<file path="src/rtl/usbepc_cfg.svh">
// Register offsets, field positions and reset values of the endpoint control block.
`ifndef USBEPC_CFG_SVH
`define USBEPC_CFG_SVH

// Printed offsets are not multiples of four, so they are register indices.
`define USBEPC_IDX_EP0TX      8'hb1
`define USBEPC_IDX_EP1RX      8'hb2
`define USBEPC_IDX_EP1TX      8'hb3
`define USBEPC_ADDR_EP0TX     10'h2c4
`define USBEPC_ADDR_EP1RX     10'h2c8
`define USBEPC_ADDR_EP1TX     10'h2cc
`define USBEPC_ADDR_W         10

`define USBEPC_BIT_ENABLE     0
`define USBEPC_BIT_STALL      2
`define USBEPC_BIT_TOGGLE     3
`define USBEPC_BIT_TX         4

`define USBEPC_RESET_VALUE    8'h00

`define USBEPC_HTRANS_NONSEQ  2'h2
`define USBEPC_HSIZE_WORD     3'h2

`endif

</file>
<file path="src/rtl/usbepc_pkg.sv">
// Types shared by the endpoint control block.
package usbepc_pkg;

    typedef enum logic [1:0] {
        USBEPC_HS_NONE  = 2'b00,
        USBEPC_HS_NAK   = 2'b01,
        USBEPC_HS_STALL = 2'b10
    } usbepc_hs_e;

    typedef logic [7:0] usbepc_reg_t;

endpackage

</file>
<file path="src/rtl/usbepc_top.sv">
// Endpoint 0 transmit and endpoint 1 control registers with an AHB-Lite slave.
//
// Overview of operation
// - OUT tokens to endpoint 0 are NAKed while its transmit is armed.
// - Endpoint 0 transmit stall bit makes IN tokens on endpoint 0 STALL.
// - Stall bits are set by the engine or by writing one.
// - Endpoint 0 transmit stall clears on SETUP receipt or bus reset.
// - Writing zero to a stall bit has no effect.
// - Bit 0 of endpoint 0 transmit control shows engine transmit enable, read-only.
// - Bit 3 of endpoint 1 receive control shows last received data toggle.
// - Endpoint 1 receive stall bit makes OUT tokens on endpoint 1 STALL.
// - Both endpoint 1 stall bits clear on bus reset or clear-halt for endpoint 1.
// - Endpoint 1 receive enable is a writable bit that gates reception.
// - OUT tokens to endpoint 1 are NAKed while its transfer is pending.
// - Endpoint 1 transmit stall bit makes IN tokens on endpoint 1 STALL.
// - Bit 0 of endpoint 1 transmit control shows engine transmit enable, read-only.
// - Reserved bits of the three registers read as zero.
//
// Added by the designer: register access over AHB-Lite.
`timescale 1ns/1ps
`include "usbepc_cfg.svh"
module usbepc_top (
    input  wire logic        ref_clk,          // Processor clock, 40 MHz.
    input  wire logic        rst_n,            // Synchronous reset, active low.
    input  wire logic        hsel,             // AHB slave select.
    input  wire logic [31:0] haddr,            // AHB address.
    input  wire logic [1:0]  htrans,           // AHB transfer type.
    input  wire logic        hwrite,           // AHB write strobe.
    input  wire logic [2:0]  hsize,            // AHB transfer size.
    input  wire logic [31:0] hwdata,           // AHB write data.
    input  wire logic        hready,           // AHB bus ready.
    output logic [31:0]      hrdata,           // AHB read data.
    output logic             hreadyout,        // AHB slave ready.
    output logic             hresp,            // AHB response, always OKAY.
    input  wire logic        bus_reset,        // USB bus reset seen by the engine.
    input  wire logic        setup_rcvd,       // Pulse: SETUP packet received on endpoint 0.
    input  wire logic        clr_halt_ep1,     // Pulse: clear-feature halt for endpoint 1.
    input  wire logic        set_halt_ep0,     // Pulse: engine sets endpoint 0 transmit stall.
    input  wire logic        set_halt_ep1_rx,  // Pulse: engine sets endpoint 1 receive stall.
    input  wire logic        set_halt_ep1_tx,  // Pulse: engine sets endpoint 1 transmit stall.
    input  wire logic        ep0_tx_done,      // Pulse: endpoint 0 packet sent.
    input  wire logic        ep1_tx_done,      // Pulse: endpoint 1 packet sent.
    input  wire logic        ep0_tx_enabled,   // Engine has endpoint 0 transmit enabled.
    input  wire logic        ep1_tx_enabled,   // Engine has endpoint 1 transmit enabled.
    input  wire logic        ep1_rx_data,      // Pulse: endpoint 1 data packet received.
    input  wire logic        ep1_rx_toggle,    // Toggle of that received packet.
    input  wire logic        out_token,        // Pulse: OUT token decoded.
    input  wire logic        in_token,         // Pulse: IN token decoded.
    input  wire logic [3:0]  token_ep,         // Endpoint number of the token.
    output usbepc_pkg::usbepc_hs_e handshake,  // Handshake choice for the current token.
    output logic             ep0_tx_armed,     // Endpoint 0 packet may be sent.
    output logic             ep1_tx_armed,     // Endpoint 1 packet may be sent.
    output logic             ep1_rx_enable     // Endpoint 1 reception enabled.
);

    logic                     ap_valid;
    logic                     ap_write;
    logic [`USBEPC_ADDR_W-1:0] ap_addr;
    logic                     ep0_stall;
    logic                     ep1_rx_stall;
    logic                     ep1_tx_stall;
    logic                     data_toggle_state;
    logic                     ep1_rx_en_q;
    logic                     next_ep1_rx_en;
    logic                     next_toggle;
    usbepc_pkg::usbepc_reg_t  ep0tx_view;
    usbepc_pkg::usbepc_reg_t  ep1rx_view;
    usbepc_pkg::usbepc_reg_t  ep1tx_view;
    usbepc_pkg::usbepc_reg_t  read_sel;
    usbepc_pkg::usbepc_hs_e   next_hs;

    wire addr_take   = hsel & hready & htrans[1];
    wire wr_active   = ap_valid & ap_write;
    wire hit_ep0tx   = ap_addr == `USBEPC_ADDR_EP0TX;
    wire hit_ep1rx   = ap_addr == `USBEPC_ADDR_EP1RX;
    wire hit_ep1tx   = ap_addr == `USBEPC_ADDR_EP1TX;
    wire wr_ep0tx    = wr_active & hit_ep0tx;
    wire wr_ep1rx    = wr_active & hit_ep1rx;
    wire wr_ep1tx    = wr_active & hit_ep1tx;
    wire w_tx        = hwdata[`USBEPC_BIT_TX];
    wire w_stall     = hwdata[`USBEPC_BIT_STALL];
    wire w_enable    = hwdata[`USBEPC_BIT_ENABLE];
    wire clr_ep0     = setup_rcvd | bus_reset;
    wire clr_ep1     = clr_halt_ep1 | bus_reset;
    wire tok_ep0     = token_ep == 4'h0;
    wire tok_ep1     = token_ep == 4'h1;
    wire rd_ep0tx    = haddr[`USBEPC_ADDR_W-1:0] == `USBEPC_ADDR_EP0TX;
    wire rd_ep1rx    = haddr[`USBEPC_ADDR_W-1:0] == `USBEPC_ADDR_EP1RX;
    wire rd_ep1tx    = haddr[`USBEPC_ADDR_W-1:0] == `USBEPC_ADDR_EP1TX;

    // Address phase is captured; the data phase always completes in one cycle.
    always_ff @(posedge ref_clk) begin
        if (!rst_n) begin
            ap_valid <= 1'b0;
            ap_write <= 1'b0;
            ap_addr  <= '0;
        end else if (hready) begin
            ap_valid <= addr_take;
            ap_write <= hwrite;
            ap_addr  <= haddr[`USBEPC_ADDR_W-1:0];
        end
    end

    assign hreadyout = 1'b1;
    assign hresp     = 1'b0;

    usbepc_arm_bit u_arm_ep0 (
        .ref_clk   (ref_clk),
        .rst_n     (rst_n),
        .bus_reset (bus_reset),
        .sw_set    (wr_ep0tx & w_tx),
        .done      (ep0_tx_done),
        .armed     (ep0_tx_armed)
    );

    usbepc_arm_bit u_arm_ep1 (
        .ref_clk   (ref_clk),
        .rst_n     (rst_n),
        .bus_reset (bus_reset),
        .sw_set    (wr_ep1tx & w_tx),
        .done      (ep1_tx_done),
        .armed     (ep1_tx_armed)
    );

    usbepc_stall_bit u_stall_ep0 (
        .ref_clk (ref_clk),
        .rst_n   (rst_n),
        .sw_set  (wr_ep0tx & w_stall),
        .hw_set  (set_halt_ep0),
        .hw_clr  (clr_ep0),
        .stall   (ep0_stall)
    );

    usbepc_stall_bit u_stall_ep1_rx (
        .ref_clk (ref_clk),
        .rst_n   (rst_n),
        .sw_set  (wr_ep1rx & w_stall),
        .hw_set  (set_halt_ep1_rx),
        .hw_clr  (clr_ep1),
        .stall   (ep1_rx_stall)
    );

    usbepc_stall_bit u_stall_ep1_tx (
        .ref_clk (ref_clk),
        .rst_n   (rst_n),
        .sw_set  (wr_ep1tx & w_stall),
        .hw_set  (set_halt_ep1_tx),
        .hw_clr  (clr_ep1),
        .stall   (ep1_tx_stall)
    );

    // Reception enable is purely software owned; bus reset returns it to off.
    assign next_ep1_rx_en = bus_reset ? 1'b0 : (wr_ep1rx ? w_enable : ep1_rx_en_q);
    assign next_toggle    = ep1_rx_data ? ep1_rx_toggle : data_toggle_state;

    always_ff @(posedge ref_clk) begin
        if (!rst_n) begin
            ep1_rx_en_q       <= 1'b0;
            data_toggle_state <= 1'b0;
        end else begin
            ep1_rx_en_q       <= next_ep1_rx_en;
            data_toggle_state <= next_toggle;
        end
    end

    assign ep1_rx_enable = ep1_rx_en_q;

    // Read views; every reserved position is tied to zero.
    assign ep0tx_view = {3'h0, ep0_tx_armed, 1'b0, ep0_stall, 1'b0, ep0_tx_enabled};
    assign ep1rx_view = {4'h0, data_toggle_state, ep1_rx_stall, 1'b0, ep1_rx_en_q};
    assign ep1tx_view = {3'h0, ep1_tx_armed, 1'b0, ep1_tx_stall, 1'b0, ep1_tx_enabled};

    // Selection decodes the address phase, so the data register is loaded before the data phase.
    assign read_sel = rd_ep0tx ? ep0tx_view :
                      rd_ep1rx ? ep1rx_view :
                      rd_ep1tx ? ep1tx_view : `USBEPC_RESET_VALUE;

    // Read data is registered so it stands through the single data phase.
    always_ff @(posedge ref_clk) begin
        if (!rst_n) begin
            hrdata <= 32'h0000_0000;
        end else if (addr_take & ~hwrite) begin
            hrdata <= {24'h00_0000, read_sel};
        end
    end

    // Stall outranks the pending-transmit NAK, as a halted pipe must report halt.
    always_comb begin
        next_hs = usbepc_pkg::USBEPC_HS_NONE;
        if (in_token & tok_ep0 & ep0_stall) begin
            next_hs = usbepc_pkg::USBEPC_HS_STALL;
        end else if (in_token & tok_ep1 & ep1_tx_stall) begin
            next_hs = usbepc_pkg::USBEPC_HS_STALL;
        end else if (out_token & tok_ep1 & ep1_rx_stall) begin
            next_hs = usbepc_pkg::USBEPC_HS_STALL;
        end else if (out_token & tok_ep0 & ep0_tx_armed) begin
            next_hs = usbepc_pkg::USBEPC_HS_NAK;
        end else if (out_token & tok_ep1 & (ep1_tx_armed | ~ep1_rx_en_q)) begin
            next_hs = usbepc_pkg::USBEPC_HS_NAK;
        end
    end

    always_ff @(posedge ref_clk) begin
        if (!rst_n) begin
            handshake <= usbepc_pkg::USBEPC_HS_NONE;
        end else begin
            handshake <= next_hs;
        end
    end

endmodule

</file>
<file path="src/rtl/usbepc_stall_bit.sv">
// One stall flag: set by software or engine, cleared only by hardware events.
`timescale 1ns/1ps
module usbepc_stall_bit (
    input  wire logic ref_clk,      // Processor clock.
    input  wire logic rst_n,        // Synchronous reset, active low.
    input  wire logic sw_set,       // Processor wrote one to the flag.
    input  wire logic hw_set,       // Engine sets the flag.
    input  wire logic hw_clr,       // Hardware clear event.
    output logic      stall         // Flag value.
);

    logic next_stall;

    // A write of zero never reaches this module, so software cannot clear it.
    // Engine set outranks a hardware clear, and both outrank a processor write.
    assign next_stall = hw_set ? 1'b1 : (hw_clr ? 1'b0 : (sw_set ? 1'b1 : stall));

    always_ff @(posedge ref_clk) begin
        if (!rst_n) begin
            stall <= 1'b0;
        end else begin
            stall <= next_stall;
        end
    end

endmodule

</file>
<file path="src/rtl/usbepc_arm_bit.sv">
// One transmit arm flag: set by software, cleared by the engine on completion.
`timescale 1ns/1ps
module usbepc_arm_bit (
    input  wire logic ref_clk,      // Processor clock.
    input  wire logic rst_n,        // Synchronous reset, active low.
    input  wire logic bus_reset,    // USB bus reset.
    input  wire logic sw_set,       // Processor wrote one to the arm bit.
    input  wire logic done,         // Engine finished the packet.
    output logic      armed         // Arm flag value.
);

    logic next_armed;

    // The engine's completion wins over a write in the same cycle.
    assign next_armed = (done | bus_reset) ? 1'b0 : (sw_set ? 1'b1 : armed);

    always_ff @(posedge ref_clk) begin
        if (!rst_n) begin
            armed <= 1'b0;
        end else begin
            armed <= next_armed;
        end
    end

endmodule

</file>
<file path="config.mk">
export PLATFORM = sky130hd
export DESIGN_NAME = usbepc_top
export DESIGN_NICKNAME = d
export VERILOG_FILES = /design/src/rtl/usbepc_pkg.sv /design/src/rtl/usbepc_top.sv /design/src/rtl/usbepc_stall_bit.sv /design/src/rtl/usbepc_arm_bit.sv
export VERILOG_INCLUDE_DIRS = /design/src /design/src/rtl
export SDC_FILE = /design/constraint.sdc
export NUM_CORES = 1
export LEC_CHECK = 0
export BUFFER_PORTS_ARGS = -buffer_cell sky130_fd_sc_hd__buf_4
export CELL_PAD_IN_SITES_DETAIL_PLACEMENT = 0
export CELL_PAD_IN_SITES_GLOBAL_PLACEMENT = 1
export CORE_UTILIZATION = 26
export DETAILED_ROUTE_END_ITERATION = 6
export PLACE_DENSITY_LB_ADDON = 0.1
export SYNTH_ARGS = -nofsm -noshare
export SYNTH_HDL_FRONTEND = slang
export SYNTH_HIERARCHICAL = 1
export SYNTH_SLANG_ARGS = --single-unit
export TNS_END_PERCENT = 5
</file>
<file path="constraint.sdc">
create_clock -name ref_clk -period 4.2 [get_ports ref_clk]
set_clock_uncertainty 0.2 [all_clocks]
set_input_delay 0.42 -clock ref_clk [delete_from_list [all_inputs] [get_ports ref_clk]]
set_output_delay 0.42 -clock ref_clk [all_outputs]
set_load 0.02 [all_outputs]
</file>
==> metrics, run 1 <==
status=finished clean; Total Routing Usage GR=0.111; final setup vio count=0; layout cells sized above 1=0.323; Setup Total Neg Slack=0 ns; Initial Utilization=0.274; Largest register FFs=10; #FFs+latches synth=25; CTS tree=built; Min-Delay Path Class=input pin to flop; commonest non-fill, non-tap cell in the layout=buf_4; mean routed wirelength per cell=12.0 um; largest family of logic cells by synthesized area=simple AND/OR/NAND/NOR gates; R2R setup slack=2.56 ns; post-synthesis mux area share=0.124; # hold bufs at CTS=0; placed insts=258; register area share after synthesis=0.353; filler cell count=559; post-CTS resize count=0; footprint of the multi-input gates=779 um^2; CTS Buf Count=3; H-tree depth=1; Syn. warnings=6; top flop regs=ap_addr: 10 flops, hrdata: 4 flops, handshake: 2 flops; crit path DAT=1.63 ns; P_leak=0.783 nW; period utilization=0.389; # rows=26; Reg with most FFs=ap_addr; GP Congestion=0.758; Worst-path clk slew=0.09 ns; CP max FO=4; DR vias/cell=4.11; Slew Limit Fails=0; Die H=75.8 um; Register Area=500 um^2; top post-synthesis cells by area=dfxtp_1 35%, buf_4 16%, mux2i_1 9.2%; largest net degree at the start of global routing=27; most frequent cells in the layout=45 x buf_4, 30 x conb_1, 25 x dfxtp_1; Nets=285; cell area after synthesis=1420 um^2; compound-cell area share of the yosys netlist=0.0627; fraction of registers with async set/reset=0; RSZ-0062 raised after global routing=no; Crit. End Element=flop; leading area contributor after synthesis=dfxtp_1; initial antenna violation count=0; post-synth cell types=30; Final Hold Fails=0; via count=1077; area share of fa/ha/maj cells after synthesis=0; Initial DRC Count=18; Total Routed Length=3160 um; Setup Buffers After CTS=0; Post-route DRC=0; achievable frequency=611 MHz; Max Cap Viol=0; PwrDens=279 nW/um^2; Worst Path Required=4.19 ns; DP Wirelength=2500 um; Finished Layout Cells=262; area grow syn2layout=23.6%; Pre-antenna DRT Iters=2; Ant. Diodes=0; core area=5170 um^2; maximum vdd drop=109 uV; Main synth FF type=dfxtp_1; first-pass GRT wire length=4710 um; XOR/XNOR Fraction of Synth Area=0; Root Buffer=clkbuf_8; CTS Buffer Depth=2; Clk Latency, worst-skew pair=0.27 ns; grt ovf=0; Setup crit start kind=flop; Ports=131; PortBufs=45; Die Wd=75.8 um; Mapped Cells=149; Synth top area share=0.353; Post-Synth Simple-Gate Area=0.284; number of routed nets with antenna violations=0; Setup Crit Path Kind=flop to flop; clock sink total=25; Post-synth EDFFs=0; Mapped Avg Cell Area=9.51 um^2; Die ar.=5750 um^2; vias in the first global route=1001; clock period minus final worst setup slack=1.64 ns
==> synth_stat cells, types with 4 or more instances <==
cell type	count
buf_4	30
mux2i_1	13
mux2_2	4
nand2_1	6
nor2b_1	15
nand4_1	5
nand2b_1	5
dfxtp_1	25
nor2_1	5
nand3_1	5
o21ai_0	4
==> area by class of cell <==
class	count	area share
Timing Repair Buffer	45	0.193
Sequential cell	25	0.286
Clock buffer	3	0.0236
Multi-Input combinational cell	118	0.445
Clock inverter	1	0.00286
Tap cell	70	0.0500
==> critical path: stages, from the launching register on <==
cell	delay [ns]
dfxtp_1	0.32
and4bb_2	0.33
nand4_1	0.20
nor3b_1	0.24
nor2_1	0.08
nor4b_2	0.19
==> routing by layer <==
metal	routed length, um	up-vias	track usage
met2	1400	40	0.170
met3	199	2	0.0251
li1	-	547	-
met4	19	0	0.0370
met1	1540	488	0.152
met5	0	-	0
==> report_power, final <==
| group | switching (mW) | internal, mW |
|---|---|---|
| logic | 0.0506 | 0.0412 |
| registers | 0.00555 | 0.246 |
| clock network | 0.0797 | 0.0664 |
==> through the flow <==
stage,setup WS (ns),hold WS [ns],util,area (um^2),power (mW)
floorplan,2.72,0.253,-,1520,0.332
global placement,2.48,0.258,0.330,1710,0.349
detailed placement,2.46,0.260,0.330,1710,0.350
CTS,2.57,0.0918,0.339,1750,0.497
global route,2.40,0.0891,0.339,1750,0.517
finish,2.56,0.103,0.339,1750,0.490
==> final timing paths <==
path / startpoint / end / cells after the start
worst max-delay path: ap_addr[5]$_SDFFE_PN0P_ / u_arm_ep0/armed$_SDFFE_PP0P_ / 5
worst min-delay path: ep0_tx_done / u_arm_ep0/armed$_SDFFE_PP0P_ / 2
worst max register to register: ap_addr[5]$_SDFFE_PN0P_ / u_arm_ep0/armed$_SDFFE_PP0P_ / 5
worst min register to register: hrdata[3]$_SDFFE_PN0P_ / hrdata[3]$_SDFFE_PN0P_ / 2
==> cell families after synthesis <==
family | count (synthesis)
and+or+nand+nor | 59
buffers and inverters | 34
DFF | 25
muxes | 17
AOI/OAI and AO/OA | 12
other | 2
No activity file was read; power rests on OpenSTA's default activity.
==> run 2, diff against run 1 <==
--- a/config.mk
+++ b/config.mk
@@ -9,7 +9,7 @@
 export BUFFER_PORTS_ARGS = -buffer_cell sky130_fd_sc_hd__buf_4
 export CELL_PAD_IN_SITES_DETAIL_PLACEMENT = 0
 export CELL_PAD_IN_SITES_GLOBAL_PLACEMENT = 1
-export CORE_UTILIZATION = 26
+export CORE_UTILIZATION = 22
 export DETAILED_ROUTE_END_ITERATION = 6
 export PLACE_DENSITY_LB_ADDON = 0.1
 export SYNTH_ARGS = -nofsm -noshare
==> constraint.sdc (replaced) <==
create_clock -name ref_clk -period 1.36 [get_ports ref_clk]
set_clock_uncertainty 0.2 [all_clocks]
set_input_delay 0.136 -clock ref_clk [delete_from_list [all_inputs] [get_ports ref_clk]]
set_output_delay 0.136 -clock ref_clk [all_outputs]
set_load 0.02 [all_outputs]
==> metrics, run 2 (synthesis results as in run 1) <==
core area=6060 um^2; R2R setup slack=-0.24 ns; number of routed nets with antenna violations=0; mean routed wirelength per cell=12.3 um; DR vias/cell=4.10; # rows=28; hold_ws=0.0219 ns; Worst Path Required=1.34 ns; most frequent cells in the layout=51 x buf_4, 30 x conb_1, 26 x dlygate4sd3_1; clock period minus final worst setup slack=1.60 ns; Root Buffer=clkbuf_8; PwrDens=763 nW/um^2; GP Congestion=0.686; violated checks=negative setup slack; achievable frequency=624 MHz; WP buf/inv=0; Setup Total Neg Slack=-0.855 ns; family with the most delay on the worst path=simple AND/OR/NAND/NOR gates; Critical Path Max Stage Delay=0.32 ns; commonest non-fill, non-tap cell in the layout=buf_4; Crit path depth=5; via count=1227; final instance area=2080 um^2; worst r2r dst=u_arm_ep0/armed$_SDFFE_PP0P_; top flop regs=ap_addr: 10 flops, hrdata: 4 flops, handshake: 2 flops; Pre-antenna DRT Iters=4; Slowest-stage cell, CP=dfxtp_1; initial antenna violation count=0; Worst Slack Setup Final=-0.243 ns; maximum vdd drop=311 uV; Critical Path Sink=u_arm_ep0/armed$_SDFFE_PP0P_; grt ovf=0; Min-Delay Path Class=input pin to flop; Crit. Startpoint=ap_addr[4]$_SDFFE_PN0P_; CTS Buf Count=3; vias in the first global route=1237; layout cells sized above 1=0.321; Die H=82.3 um; Reg with most FFs=ap_addr; Pwr Total=1.58 mW; DP Wirelength=2840 um; status=finished, violations left; first-pass GRT wire length=5910 um; Die ar.=6770 um^2; Max Cap Viol=0; Post-route DRC=0; filler cell count=643; Largest register FFs=10; Nets=317; CTS Buffer Depth=2; clock sink total=25; H-tree depth=1; Worst-path clk slew=0.09 ns; CP Cell Sequence=and4bb_2 -> nand4_1 -> nor3b_2 -> nor2_1 -> nor4b_2; Setup Crit Path Kind=flop to flop; Total Routing Usage GR=0.114; P_leak=0.921 nW; Total Routed Length=3690 um; crit path DAT=1.59 ns; Slew Limit Fails=0; Post-Place Cell Area=1760 um^2; reg2reg start=ap_addr[4]$_SDFFE_PN0P_; RSZ-0062 raised after global routing=yes; WHS Path Cells=4; area grow syn2layout=46.4%; Initial Utilization=0.234; post-placement setup slack=-0.186 ns; Die Wd=82.3 um; Crit. End Element=flop; Initial DRC Count=47; cells on worst reg2reg path=5; Setup crit start kind=flop; Clk Latency, worst-skew pair=0.27 ns; Ports=131; largest net degree at the start of global routing=26; PortBufs=45; CP max FO=4; CTS tree=built; final setup vio count=6; period utilization=1.18; Final Hold Fails=0; Ant. Diodes=0
==> run 2: cell types whose count changed in the layout (fill, tap and decap cells not counted), sizes merged <==
cell / delta
dlygate4sd3: +26
buf: +6
==> run 2: area by class of cell <==
cell class,count,area [um^2],share of cell area
clock buffer,3,41.3,0.0199
clock inverter,1,5.00,0.00241
multi-input combinational,118,791,0.381
sequential,25,502,0.242
tap,75,93.8,0.0452
timing repair buffer,77,643,0.310
==> run 2: routing by layer <==
layer  share of wire  global-route usage  wire [um]
met1            0.47               0.155       1720
met2            0.48               0.192       1750
met3           0.058              0.0198        213
met4               0              0.0158          0
met5               0                   0          0
==> run 2: power by group <==
group | internal, mW | total (mW) | switching (mW)
clock | 0.205 | 0.449 | 0.245
combinational | 0.183 | 0.356 | 0.172
sequential | 0.760 | 0.778 | 0.0175
==> run 2: worst min-delay path by stage <==
stage | slack, ns | start | to
2_1_floorplan | 0.007 | bus_reset | u_arm_ep0/armed$_SDFFE_PP0P_
3_3_place_gp | 0.11 | ep1_tx_done | u_arm_ep1/armed$_SDFFE_PP0P_
3_5_place_dp | 0.11 | ep1_tx_done | u_arm_ep1/armed$_SDFFE_PP0P_
4_1_cts | 0.01 | setup_rcvd | u_stall_ep0/stall$_SDFFE_PN0P_
5_1_grt | 0.02 | setup_rcvd | u_stall_ep0/stall$_SDFFE_PN0P_
6_report | 0.02 | setup_rcvd | u_stall_ep0/stall$_SDFFE_PN0P_
==> run 2: stage by stage <==
step                      instances   util
after floorplan                 177      -
after global routing            299  0.342
final                           299  0.342
after CTS                       299  0.341
after global placement          269  0.290
after detailed placement        269  0.290
==> run 2: worst reg2reg max path: cells and delay by family (launching register included) <==
kind,cells,cell delay (ns)
flip-flops,1,0.32
AND/OR/NAND/NOR,5,1.01
==> run 2: what timing repair did <==
| action | CTS | global route |
|---|---|---|
| pin swaps | 1 | 4 |
| endpoints found under the hold margin | 22 | 0 |
| setup buffers | 0 | 0 |
| resized for setup | 1 | 6 |
| hold buffers | 26 | 0 |
| endpoints found under the setup margin | 5 | 9 |
==> run 3, diff against run 2 <==
--- a/config.mk
+++ b/config.mk
@@ -11,6 +11,7 @@
 export CELL_PAD_IN_SITES_GLOBAL_PLACEMENT = 1
 export CORE_UTILIZATION = 22
 export DETAILED_ROUTE_END_ITERATION = 6
+export HOLD_SLACK_MARGIN = 0.06
 export PLACE_DENSITY_LB_ADDON = 0.1
 export SYNTH_ARGS = -nofsm -noshare
 export SYNTH_HDL_FRONTEND = slang
==> metrics, run 3 (synthesis results as in run 1) <==
status=finished, violations left; violated checks=negative setup slack; vias in the first global route=1226; PwrDens=746 nW/um^2; largest net degree at the start of global routing=26; family with the most delay on the worst path=simple AND/OR/NAND/NOR gates; clock period minus final worst setup slack=1.60 ns; Ports=131; Die Wd=82.3 um; RSZ-0062 raised after global routing=yes; Largest register FFs=10; Worst Path Required=1.34 ns; Max Cap Viol=0; via count=1250; Initial DRC Count=47; area grow syn2layout=50.8%; Reg with most FFs=ap_addr; Clk Latency, worst-skew pair=0.26 ns; Post-route DRC=0; PortBufs=45; top flop regs=ap_addr: 10 flops, hrdata: 4 flops, handshake: 2 flops; maximum vdd drop=310 uV; CP max FO=4; Ant. Diodes=0; # rows=28; Min-Delay Path Class=input pin to flop; Slowest-stage cell, CP=dfxtp_1; period utilization=1.18; Pwr Total=1.60 mW; initial antenna violation count=0; GP Congestion=0.686; core area=6060 um^2; CTS Buf Count=3; Total Routed Length=3760 um; Slew Limit Fails=0; WP buf/inv=0; Initial Utilization=0.234; number of routed nets with antenna violations=0; mean routed wirelength per cell=12.3 um; crit path DAT=1.58 ns; first-pass GRT wire length=5960 um; Worst-path clk slew=0.09 ns; Setup crit start kind=flop; most frequent cells in the layout=51 x buf_4, 31 x dlygate4sd3_1, 30 x conb_1; Pre-antenna DRT Iters=4; H-tree depth=1; final setup vio count=6; Total Routing Usage GR=0.115; Critical Path Max Stage Delay=0.32 ns; commonest non-fill, non-tap cell in the layout=buf_4; Setup Crit Path Kind=flop to flop; DP Wirelength=2840 um; layout cells sized above 1=0.313; CTS Buffer Depth=2; CP Cell Sequence=and4bb_2 -> nand4_1 -> nor3b_2 -> nor2_1 -> nor4b_2; DR vias/cell=4.10; Crit. End Element=flop; Setup Total Neg Slack=-0.863 ns; achievable frequency=625 MHz; Nets=323; Final Hold Fails=0; Root Buffer=clkbuf_8; P_leak=0.955 nW; CTS tree=built; clock sink total=25; Worst Slack Setup Final=-0.240 ns; Die H=82.3 um; Die ar.=6770 um^2; grt ovf=0; post-placement setup slack=-0.186 ns
[run 3: changes by cell type in the layout (fill, tap and decap cells not counted), sizes merged]
cell | before | now
dlygate4sd3 | 26 | 31
dlymetal6s4s | 0 | 1
[run 3: worst paths after layout]
check / from / end / slack, ns / cells past startpoint
max: ap_addr[4]$_SDFFE_PN0P_ / u_arm_ep0/armed$_SDFFE_PP0P_ / -0.24 / 5
min: token_ep[1] / handshake[0]$_SDFF_PP0_ / 0.06 / 4
max reg2reg: ap_addr[4]$_SDFFE_PN0P_ / u_arm_ep0/armed$_SDFFE_PP0P_ / -0.24 / 5
min reg2reg: hrdata[3]$_SDFFE_PN0P_ / hrdata[3]$_SDFFE_PN0P_ / 0.27 / 2
[run 3: through the flow]
step | area, um^2 | instances | hold WS [ns] | util
after floorplan | 1520 | 177 | 0.00742 | -
after global placement | 1760 | 269 | 0.106 | 0.290
after detailed placement | 1760 | 269 | 0.107 | 0.290
after CTS | 2130 | 305 | 0.0612 | 0.351
after global routing | 2140 | 305 | 0.0710 | 0.353
final | 2140 | 305 | 0.0600 | 0.353
[run 3: final cells by class]
type                       count  area (um^2)
clock inverter                 1         5.00
multi-input combinational    118          791
fill                         638         3920
tap                           75         93.8
clock buffer                   3         41.3
sequential                    25          502
timing repair buffer          83          706
[run 3: worst reg2reg max path: cells and delay by family, from the launching register on]
family        cells  cell delay, ns
flops             1            0.32
simple gates      5            1.01
[run 3: routing by layer]
layer / part of all wire / global-route usage / up-vias / routed length (um)
li1: - / - / 625 / -
met3: 0.054 / 0.0176 / 0 / 203
met4: 0 / 0.0158 / 0 / 0
met1: 0.47 / 0.156 / 578 / 1780
met2: 0.47 / 0.193 / 47 / 1780
met5: 0 / 0 / - / 0
[run 3: repair_timing]
item,4_1_cts,5_1_grt
hold buffers,32,0
setup endpoints to repair,5,15
endpoints found under the hold margin,24,0
pin swaps,1,4
cloned,0,0
resized for setup,1,7
buffers inserted,0,0
[run 3: report_power, final]
part,total (mW),switching [mW],internal (mW),leakage (nW)
Clock,0.447,0.242,0.205,0.0255
Sequential,0.778,0.0176,0.760,0.205
Combinational,0.371,0.175,0.195,0.725
Total,1.60,0.435,1.16,0.955
